## src/inc/annun_cfg_map.svh

```systemverilog
`ifndef ANNUN_CFG_MAP_SVH
`define ANNUN_CFG_MAP_SVH

`define CLK_PERIOD_NS 100
`define MS_NS         1000000
`define DEB_MS        5'h14
`define HOLD_MS       13'h1388
`define IDLE_MS       20'h927c0
`define FLASH_MS      10'h3e8
`define EXIT_SHOW_MS  20'h00bb8

`define BATT_DEF      3'h1
`define BATT_LAST     3'h4
`define NEG_POL_DEF   1'b1
`define ADDR_DEF      2'h0
`define HORN_DEF      2'h2
`define HORN_OFF      2'h0
`define LAMP_DEF      3'h0
`define LAMP_LAST     3'h6
`define LAMP_FLASH0   3'h3
`define LAST_LAMP     5'h13
`define FUNC_LAST     3'h7

`define COL_OFF       2'h0
`define COL_GREEN     2'h1
`define COL_AMBER     2'h2
`define COL_RED       2'h3

`define REG_CTRL      8'h00
`define REG_STATUS    8'h04
`define REG_IRQ_STAT  8'h08
`define REG_IRQ_MASK  8'h0c
`define REG_SETTINGS  8'h10
`define REG_ALERT     8'h14
`define REG_INVERT    8'h18
`define REG_ACTIVE    8'h1c

`define CTRL_ENTER    0
`define CTRL_SILENCE  1
`define IRQ_ENTERED   0
`define IRQ_SAVED     1
`define IRQ_HORN      2

`endif

```

## src/inc/annun_cfg_pkg.sv

```systemverilog
package annun_cfg_pkg;

  typedef enum logic [2:0] {
    MODE_RUN  = 3'b001,
    MODE_CFG  = 3'b010,
    MODE_EXIT = 3'b100
  } mode_e;

  typedef struct packed {
    logic       level;
    logic [4:0] cnt;
  } deb_s;

  typedef struct packed {
    logic [2:0]       batt;
    logic             neg_pol;
    logic [1:0]       addr;
    logic [1:0]       horn_lvl;
    logic [19:0][2:0] lamp_cfg;
    logic [19:0]      alert;
    logic [19:0]      invert;
  } cfg_s;

  typedef struct packed {
    mode_e            mode;
    logic [2:0]       func;
    logic [4:0]       sel;
    cfg_s             cfg;
    logic [13:0]      div;
    logic [9:0]       ms;
    logic [19:0]      idle;
    logic [12:0]      hold;
    logic             hold_done;
    deb_s             db_f;
    deb_s             db_l;
    deb_s             db_v;
    logic [19:0]      act_prev;
    logic [19:0][1:0] lamp;
    logic [2:0]       ind;
    logic             horn_on;
    logic             horn_loud;
    logic             save;
    logic [2:0]       irq_stat;
    logic [2:0]       irq_mask;
    logic [31:0]      rdata;
  } st_s;

endpackage

```

## src/hw/annunciator_config_menu.sv

```systemverilog
// The placing of the registers and the strobed register port were chosen for this implementation.
`timescale 1ns/1ns
`include "annun_cfg_map.svh"
module annunciator_config_menu #(
  parameter int unsigned MS_CYCLES = `MS_NS / `CLK_PERIOD_NS
) (
  // Clock and reset.
  input  wire logic                 clk_sys,
  input  wire logic                 rst_b,
  // Operator buttons, high while pressed.
  input  wire logic                 function_select_button,
  input  wire logic                 lamp_step_button,
  input  wire logic                 value_step_button,
  // Hardware inputs.
  input  wire logic [19:0]          hw_inputs,
  // Front panel.
  output logic [19:0][1:0]          lamp_color,
  output logic                      config_indicator_a,
  output logic                      config_indicator_b,
  output logic                      config_indicator_c,
  output logic                      horn_on,
  output logic                      horn_loud,
  // Persistent storage.
  output logic                      save_strobe,
  output annun_cfg_pkg::cfg_s       cfg_out,
  // Register port.
  input  wire logic [7:0]           reg_addr,
  input  wire logic [31:0]          reg_wdata,
  input  wire logic                 reg_wr,
  input  wire logic                 reg_rd,
  output logic [31:0]               reg_rdata,
  output logic                      irq
);

  annun_cfg_pkg::st_s s_ff;
  annun_cfg_pkg::st_s nxt_s;

  function automatic annun_cfg_pkg::deb_s deb(input annun_cfg_pkg::deb_s d,
                                              input logic raw,
                                              input logic tick);
    deb = d;
    if (raw == d.level) begin
      deb.cnt = 5'h00;
    end else if (tick) begin
      if (d.cnt == `DEB_MS - 5'h01) begin
        deb.level = raw;
        deb.cnt = 5'h00;
      end else begin
        deb.cnt = d.cnt + 5'h01;
      end
    end
  endfunction

  function automatic logic [2:0] inc_wrap(input logic [2:0] v, input logic [2:0] last);
    inc_wrap = (v == last) ? 3'h0 : v + 3'h1;
  endfunction

  // Colour of a lamp setting; flashing settings are lit only while on is high.
  function automatic logic [1:0] show(input logic [2:0] c, input logic on);
    show = `COL_OFF;
    if (c < `LAMP_FLASH0) begin
      show = c[1:0] + 2'h1;
    end else if (c < `LAMP_LAST) begin
      show = on ? 2'(c - `LAMP_FLASH0 + 3'h1) : `COL_OFF;
    end
  endfunction

  function automatic logic [1:0] two_col(input logic red);
    two_col = red ? `COL_RED : `COL_GREEN;
  endfunction

  logic             tick;
  logic             p_f;
  logic             p_l;
  logic             p_v;
  logic             long_hold;
  logic             slow_on;
  logic             dbl_on;
  logic             blink_off;
  logic [19:0]      active;
  logic [19:0]      rise;
  logic [2:0]       irq_set;
  logic [2:0]       irq_clr;
  logic             wr_ctrl;
  logic [1:0]       batt_col;
  logic [19:0][1:0] lamp_n;

  always_comb begin
    nxt_s = s_ff;
    nxt_s.save = 1'b0;
    irq_set = 3'h0;
    tick = (s_ff.div == 14'(MS_CYCLES - 1));
    nxt_s.div = tick ? 14'h0000 : s_ff.div + 14'h0001;
    if (tick) begin
      nxt_s.ms = (s_ff.ms == `FLASH_MS - 10'h001) ? 10'h000 : s_ff.ms + 10'h001;
    end
    slow_on = (s_ff.ms < (`FLASH_MS >> 1));
    dbl_on = (s_ff.ms[9:7] == 3'h0) || (s_ff.ms[9:7] == 3'h2);

    // Debounced presses each give a single step.
    nxt_s.db_f = deb(s_ff.db_f, function_select_button, tick);
    nxt_s.db_l = deb(s_ff.db_l, lamp_step_button, tick);
    nxt_s.db_v = deb(s_ff.db_v, value_step_button, tick);
    p_f = nxt_s.db_f.level & ~s_ff.db_f.level;
    p_l = nxt_s.db_l.level & ~s_ff.db_l.level;
    p_v = nxt_s.db_v.level & ~s_ff.db_v.level;

    // A held select button fires once after five seconds.
    long_hold = 1'b0;
    if (!nxt_s.db_f.level) begin
      nxt_s.hold = 13'h0000;
      nxt_s.hold_done = 1'b0;
    end else if (tick && !s_ff.hold_done) begin
      if (s_ff.hold == `HOLD_MS - 13'h0001) begin
        nxt_s.hold_done = 1'b1;
        long_hold = 1'b1;
      end else begin
        nxt_s.hold = s_ff.hold + 13'h0001;
      end
    end

    wr_ctrl = reg_wr && (reg_addr == `REG_CTRL);

    case (s_ff.mode)
      annun_cfg_pkg::MODE_RUN: begin
        if (long_hold || (wr_ctrl && reg_wdata[`CTRL_ENTER])) begin
          nxt_s.mode = annun_cfg_pkg::MODE_CFG;
          nxt_s.func = 3'h1;
          nxt_s.sel = 5'h00;
          nxt_s.idle = 20'h00000;
          irq_set[`IRQ_ENTERED] = 1'b1;
        end
      end
      annun_cfg_pkg::MODE_CFG: begin
        if (p_f || p_l || p_v) begin
          nxt_s.idle = 20'h00000;
        end else if (tick) begin
          nxt_s.idle = s_ff.idle + 20'h00001;
        end
        if (long_hold || (tick && s_ff.idle == `IDLE_MS - 20'h00001)) begin
          nxt_s.mode = annun_cfg_pkg::MODE_EXIT;
          nxt_s.idle = 20'h00000;
          nxt_s.save = 1'b1;
          irq_set[`IRQ_SAVED] = 1'b1;
        end else begin
          if (p_f) begin
            nxt_s.func = (s_ff.func == `FUNC_LAST) ? 3'h1 : s_ff.func + 3'h1;
            nxt_s.sel = 5'h00;
          end
          if (p_l) begin
            nxt_s.sel = (s_ff.sel == `LAST_LAMP) ? 5'h00 : s_ff.sel + 5'h01;
          end
          if (p_v) begin
            case (s_ff.func)
              3'h1: begin
                nxt_s.cfg.batt = inc_wrap(s_ff.cfg.batt, `BATT_LAST);
              end
              3'h2: begin
                nxt_s.cfg.neg_pol = ~s_ff.cfg.neg_pol;
              end
              3'h3: begin
                nxt_s.cfg.addr = s_ff.cfg.addr + 2'h1;
              end
              3'h4: begin
                nxt_s.cfg.lamp_cfg[s_ff.sel] =
                  inc_wrap(s_ff.cfg.lamp_cfg[s_ff.sel], `LAMP_LAST);
                if (nxt_s.cfg.lamp_cfg[s_ff.sel] == `LAMP_LAST) begin
                  nxt_s.cfg.alert[s_ff.sel] = 1'b0;
                end
              end
              3'h5: begin
                if (s_ff.cfg.lamp_cfg[s_ff.sel] != `LAMP_LAST) begin
                  nxt_s.cfg.alert[s_ff.sel] = ~s_ff.cfg.alert[s_ff.sel];
                end
              end
              3'h6: begin
                nxt_s.cfg.invert[s_ff.sel] = ~s_ff.cfg.invert[s_ff.sel];
              end
              3'h7: begin
                nxt_s.cfg.horn_lvl = (s_ff.cfg.horn_lvl == `HORN_DEF) ?
                                     `HORN_OFF : s_ff.cfg.horn_lvl + 2'h1;
              end
              default: begin
              end
            endcase
          end
        end
      end
      annun_cfg_pkg::MODE_EXIT: begin
        if (tick) begin
          nxt_s.idle = s_ff.idle + 20'h00001;
          if (s_ff.idle == `EXIT_SHOW_MS - 20'h00001) begin
            nxt_s.mode = annun_cfg_pkg::MODE_RUN;
          end
        end
      end
      default: begin
        nxt_s.mode = annun_cfg_pkg::MODE_RUN;
      end
    endcase

    // Input qualification and horn.
    active = (s_ff.cfg.neg_pol ? ~hw_inputs : hw_inputs) ^ s_ff.cfg.invert;
    nxt_s.act_prev = active;
    rise = active & ~s_ff.act_prev & s_ff.cfg.alert;
    if ((s_ff.mode != annun_cfg_pkg::MODE_RUN) || (s_ff.cfg.horn_lvl == `HORN_OFF) ||
        !(|(active & s_ff.cfg.alert)) ||
        (wr_ctrl && reg_wdata[`CTRL_SILENCE])) begin
      nxt_s.horn_on = 1'b0;
    end else if (|rise) begin
      nxt_s.horn_on = 1'b1;
      irq_set[`IRQ_HORN] = 1'b1;
    end
    nxt_s.horn_loud = (s_ff.cfg.horn_lvl == `HORN_DEF);

    // Lamp patterns.
    case (s_ff.cfg.batt)
      3'h0: batt_col = `COL_GREEN;
      3'h1: batt_col = `COL_AMBER;
      3'h3: batt_col = `COL_AMBER;
      default: batt_col = `COL_RED;
    endcase
    for (int i = 0; i < 20; i++) begin
      blink_off = (s_ff.sel == 5'(i)) && !slow_on;
      lamp_n[i] = `COL_OFF;
      if (s_ff.mode == annun_cfg_pkg::MODE_CFG) begin
        case (s_ff.func)
          3'h1: begin
            if ((i >= 10) && (i <= 11)) begin
              lamp_n[i] = batt_col;
            end else if ((i == 12) && (s_ff.cfg.batt < 3'h3)) begin
              lamp_n[i] = batt_col;
            end
          end
          3'h2: begin
            lamp_n[i] = two_col(s_ff.cfg.neg_pol);
          end
          3'h3: begin
            if (2'(i) == s_ff.cfg.addr && i < 4) begin
              lamp_n[i] = `COL_GREEN;
            end
          end
          3'h4: begin
            if (s_ff.sel == 5'(i)) begin
              lamp_n[i] = (s_ff.cfg.lamp_cfg[i] >= `LAMP_FLASH0) ?
                          show(s_ff.cfg.lamp_cfg[i], dbl_on) :
                          (slow_on ? show(s_ff.cfg.lamp_cfg[i], 1'b1) : `COL_OFF);
            end else begin
              lamp_n[i] = show(s_ff.cfg.lamp_cfg[i], slow_on);
            end
          end
          3'h5: begin
            lamp_n[i] = blink_off ? `COL_OFF : two_col(s_ff.cfg.alert[i]);
          end
          3'h6: begin
            lamp_n[i] = blink_off ? `COL_OFF : two_col(s_ff.cfg.invert[i]);
          end
          3'h7: begin
            if (i == 0) begin
              lamp_n[i] = s_ff.cfg.horn_lvl + 2'h1;
            end
          end
          default: begin
          end
        endcase
      end else if (active[i]) begin
        lamp_n[i] = show(s_ff.cfg.lamp_cfg[i], slow_on);
      end
    end
    nxt_s.lamp = lamp_n;

    case (s_ff.mode)
      annun_cfg_pkg::MODE_CFG: nxt_s.ind = s_ff.func;
      annun_cfg_pkg::MODE_EXIT: nxt_s.ind = {slow_on, 2'h0};
      default: nxt_s.ind = 3'h0;
    endcase

    // Register port.
    irq_clr = 3'h0;
    if (reg_wr && (reg_addr == `REG_IRQ_STAT)) begin
      irq_clr = reg_wdata[2:0];
    end
    if (reg_wr && (reg_addr == `REG_IRQ_MASK)) begin
      nxt_s.irq_mask = reg_wdata[2:0];
    end
    nxt_s.irq_stat = (s_ff.irq_stat & ~irq_clr) | irq_set;
    nxt_s.rdata = 32'h00000000;
    if (reg_rd) begin
      if (reg_addr == `REG_STATUS) begin
        nxt_s.rdata = {20'h00000, s_ff.horn_on, s_ff.sel, s_ff.func, s_ff.mode};
      end else if (reg_addr == `REG_IRQ_STAT) begin
        nxt_s.rdata = {29'h00000000, s_ff.irq_stat};
      end else if (reg_addr == `REG_IRQ_MASK) begin
        nxt_s.rdata = {29'h00000000, s_ff.irq_mask};
      end else if (reg_addr == `REG_SETTINGS) begin
        nxt_s.rdata = {24'h000000, s_ff.cfg.horn_lvl, s_ff.cfg.addr,
                       s_ff.cfg.neg_pol, s_ff.cfg.batt};
      end else if (reg_addr == `REG_ALERT) begin
        nxt_s.rdata = {12'h000, s_ff.cfg.alert};
      end else if (reg_addr == `REG_INVERT) begin
        nxt_s.rdata = {12'h000, s_ff.cfg.invert};
      end else if (reg_addr == `REG_ACTIVE) begin
        nxt_s.rdata = {12'h000, s_ff.act_prev};
      end
    end
  end

  always_ff @(posedge clk_sys or negedge rst_b) begin
    if (!rst_b) begin
      s_ff <= '0;
      s_ff.mode <= annun_cfg_pkg::MODE_RUN;
      s_ff.cfg.batt <= `BATT_DEF;
      s_ff.cfg.neg_pol <= `NEG_POL_DEF;
      s_ff.cfg.addr <= `ADDR_DEF;
      s_ff.cfg.horn_lvl <= `HORN_DEF;
    end else begin
      s_ff <= nxt_s;
    end
  end

  assign lamp_color = s_ff.lamp;
  assign config_indicator_a = s_ff.ind[0];
  assign config_indicator_b = s_ff.ind[1];
  assign config_indicator_c = s_ff.ind[2];
  assign horn_on = s_ff.horn_on;
  assign horn_loud = s_ff.horn_loud;
  assign save_strobe = s_ff.save;
  assign cfg_out = s_ff.cfg;
  assign reg_rdata = s_ff.rdata;
  assign irq = |(s_ff.irq_stat & s_ff.irq_mask);

endmodule

```

## config.mk

```make
export PLATFORM = sky130hd
export DESIGN_NAME = annunciator_config_menu
export DESIGN_NICKNAME = d
export VERILOG_FILES = /design/src/inc/annun_cfg_pkg.sv /design/src/hw/annunciator_config_menu.sv
export VERILOG_INCLUDE_DIRS = /design/src /design/src/inc
export SDC_FILE = /design/constraint.sdc
export NUM_CORES = 1
export LEC_CHECK = 0
export BUFFER_PORTS_ARGS = -buffer_cell sky130_fd_sc_hd__buf_4
export CAP_MARGIN = 40
export CORE_ASPECT_RATIO = 1.2
export CORE_UTILIZATION = 45
export DETAILED_ROUTE_END_ITERATION = 7
export GPL_TIMING_DRIVEN = 0
export SETUP_SLACK_MARGIN = 0.3
export SKIP_LAST_GASP = 1
export SYNTH_ARGS = -nofsm -noshare
export SYNTH_HDL_FRONTEND = slang
export SYNTH_SLANG_ARGS = --single-unit
```

## constraint.sdc

```tcl
create_clock -name clk_sys -period 7.46 [get_ports clk_sys]
set_input_delay 0.746 -clock clk_sys [delete_from_list [all_inputs] [get_ports clk_sys]]
set_output_delay 0.746 -clock clk_sys [all_outputs]
set_load 0.01 [all_outputs]
```

==> reports/results.tsv <==
metric	value	unit
run_status	complete, no violations	
synth.ff_latch_count	287	
finalMaxSlewViolations	0	
max_slew_margin	37.0	%
cp.required	7.90	ns
num_vias	20389	
crit_path_max_fanout	10	
fin_setup_tns	0	ns
route.detailed.wl_per_inst	26.0	um
first_pass_grt_wire_length	123000	um
period_minus_slack	7.08	ns
postSynth.topFlopCell	dfrtp_1	
worstHoldPathType	input port to async pin	
critPathKind	flip-flop to flip-flop	
layout-drive-gt1-share	21.1	%
root_buffer_cell	clkbuf_16	
drv.max_cap_violation_count	0	
total_number_of_nets_in_the_final_design	2748	
synth-edff-count	0	
critical_path.reg2reg.startpoint	s_ff[289]	
mappedNetlistArea	20100	sq um
ctsHoldBuffers	0	
yosysWarningCount	0	
cts-root-to-sink-buffers	3	
global_route_congestion_overflow_total	0	
summed_area_of_non_filler_cells_in_the_final_layout	23900	sq um
crit_chain	clkbuf_2, clkbuf_4, clkbuf_4, buf_2, clkbuf_4, buf_4, buf_1, buf_8, mux4_2, mux4_2, a22o_1, ha_1, a311o_2, and2_1, clkbuf_1, a21o_1, or4b_4, o32ai_4, buf_12, buf_6, nand4_1, mux2_1	
tritoncts.num_buffers	34	
viasPerCell	6.34	
critPathLaunchType	flip-flop	
synthesis.instances	2354	
timing.critical_path.to_type	flip-flop	
route.final.wire_length	83700	um
number_of_global_route_vias_before_repair	19049	
worst-endpoint-arrival	7.53	ns
rows	84	
crit_path_max_incr_delay	0.55	ns
vdd.ir_drop.worst	0.173	mV
groute.usage.overall	36.4	%
grt_max_degree	120	
netlist-cell-type-count	85	
critical-path-slowest-cell	or4b_4	
antenna-diode-count	0	
detail-route-antenna-nets	0	
placedInstanceArea	22700	sq um
cts_tree	built	
pin_count	254	
area_growth	18.9	%
io_buffers	209	
drt_pass1_iterations	6	
powerDensity	147	nW/um^2
timing.final.crit_share	95.0	%
initial_utilization	45.7	%
final_weighted_congestion_in_routability_driven_placement	1.05	
most_used_cells_in_the_layout_excluding_fill_and_tap_cells	396 x buf_4, 282 x dfrtp_1, 277 x nand2_1	
die_w	195	um
path_depth	22	
dp.cells	3152	
drtIter0Drc	2264	
detail_route.drc_violations	0	
grt_setup_unrepaired	no	
power_leakage	10.2	nW
crit_family	buffers and inverters	
worst_pin_slew	0.942	ns
commonest_non_fill_non_tap_cell_in_the_layout	buf_4	
timing.critical_path.buf_inv	11	
cts_num_sinks	287	
fp.coreArea	43900	sq um
h-tree-depth	2	
post_detailed_placement_half_perimeter_wirelength	64800	um
design.die.area	45500	sq um
max_freq	0.141	GHz
clk-insertion-delay-late	0.57	ns
fin_cells	3214	
ff2ff_setup_slack	0.38	ns
finalHoldViolCount	0	
async_flop_share	100	%
setup-violations-final	0	
worst_r2r_path_depth	22	
number_of_antenna_violations_at_the_first_check_in_global_routing	1	
floorplan.die.height	234	um
postSynthAreaPerCell	8.54	sq um
synth_seq_area_share	35.8	%
path_common_cell	clkbuf_4	
clk_pin_slew	0.06	ns
final.setup_skew	0.0210	ns
==> worst max-delay path by stage <==
stage,start,end,slack [ns]
4_1_cts,s_ff[288],flip-flop,0.38
2_1_floorplan,s_ff[289],flip-flop,1.41
3_5_place_dp,s_ff[289],flip-flop,-1.06
5_1_grt,s_ff[289],flip-flop,0.32
6_report,s_ff[289],flip-flop,0.38
3_3_place_gp,s_ff[289],flip-flop,-1.90
==> power by group <==
part	internal (mW)	leakage, nW	switching, mW	total [mW]
Clock	1.07	0.574	0.718	1.79
Combinational	0.0570	5.82	0.0880	0.145
Sequential	1.57	3.85	0.00922	1.58
==> timing repair <==
| item | 4_1_cts | 5_1_grt |
|---|---|---|
| endpoints found under the setup margin | 22 | 20 |
| setup buffers | 0 | 1 |
| pin swaps | 0 | 1 |
| gates resized for setup | 11 | 12 |
==> worst reg2reg max path, delay by kind of cell, from the launching register on <==
kind / cells / cell delay [ns]
AOI/OAI and AO/OA: 4 / 1.32
adders and majority gates: 1 / 0.29
buffers and inverters: 11 / 2.89
DFF: 1 / 0.38
muxes: 3 / 1.23
and+or+nand+nor: 3 / 0.86
==> cell families (layout without fill, tap and decap cells) <==
logic type | after synthesis | after routing | synth area share (%)
flip-flops | 287 | 287 | 35.8
AO/OA/AOI/OAI | 727 | 727 | 23.1
adder cells (fa/ha/maj) | 51 | 51 | 3.17
buffers and inverters | 382 | 672 | 10.6
XOR/XNOR | 74 | 74 | 3.22
other | 1 | 12 | 0.0187
multiplexers | 92 | 92 | 6.36
AND/OR/NAND/NOR | 740 | 740 | 17.7
==> per-layer routing <==
layer / global-route usage, % / share of wire [%] / vias to the layer above
li1: - / - / 8981
met1: 44.6 / 39 / 9950
met2: 58.8 / 46 / 1167
met3: 7.38 / 8.4 / 291
met4: 22.5 / 6.8 / 0
met5: 0 / 0 / -
==> synth_stat cells, types with 28 or more instances <==
library cell | count | share of area (%)
nor3_1 | 30 | 0.75
clkbuf_1 | 129 | 2.4
nor2b_1 | 48 | 1.5
a31oi_1 | 45 | 1.4
nor2_1 | 133 | 2.5
buf_4 | 180 | 6.7
a21oi_1 | 168 | 4.2
xnor2_1 | 55 | 2.4
o31ai_1 | 46 | 1.7
ha_1 | 51 | 3.2
nand4_1 | 41 | 1.3
o21ai_0 | 173 | 4.3
o22ai_1 | 59 | 1.8
nand3_1 | 78 | 1.9
inv_1 | 44 | 0.82
dfrtp_1 | 283 | 35
nand2_1 | 277 | 5.2
a22oi_1 | 30 | 1.1
a211oi_1 | 28 | 1.0
==> cell type report <==
class | instances | area [sq um]
Fill cell | 4147 | 20000
Multi-Input combinational cell | 1696 | 10800
Timing Repair Buffer | 229 | 1820
Buffer | 337 | 1990
Inverter | 45 | 169
Clock buffer | 45 | 943
Tap cell | 559 | 699
Clock inverter | 16 | 233
Sequential cell | 287 | 7190
==> stage by stage <==
step | utilization, % | setup WS, ns | power [mW] | hold slack (ns)
floorplan | - | 1.41 | 1.67 | 0.450
global placement | 51.0 | -1.90 | 1.75 | 0.470
detailed placement | 51.6 | -1.06 | 1.75 | 0.475
CTS | 54.3 | 0.376 | 3.54 | 0.259
global route | 54.4 | 0.320 | 3.61 | 0.270
finish | 54.4 | 0.376 | 3.52 | 0.198
No activity file was read; power rests on OpenSTA's default activity.
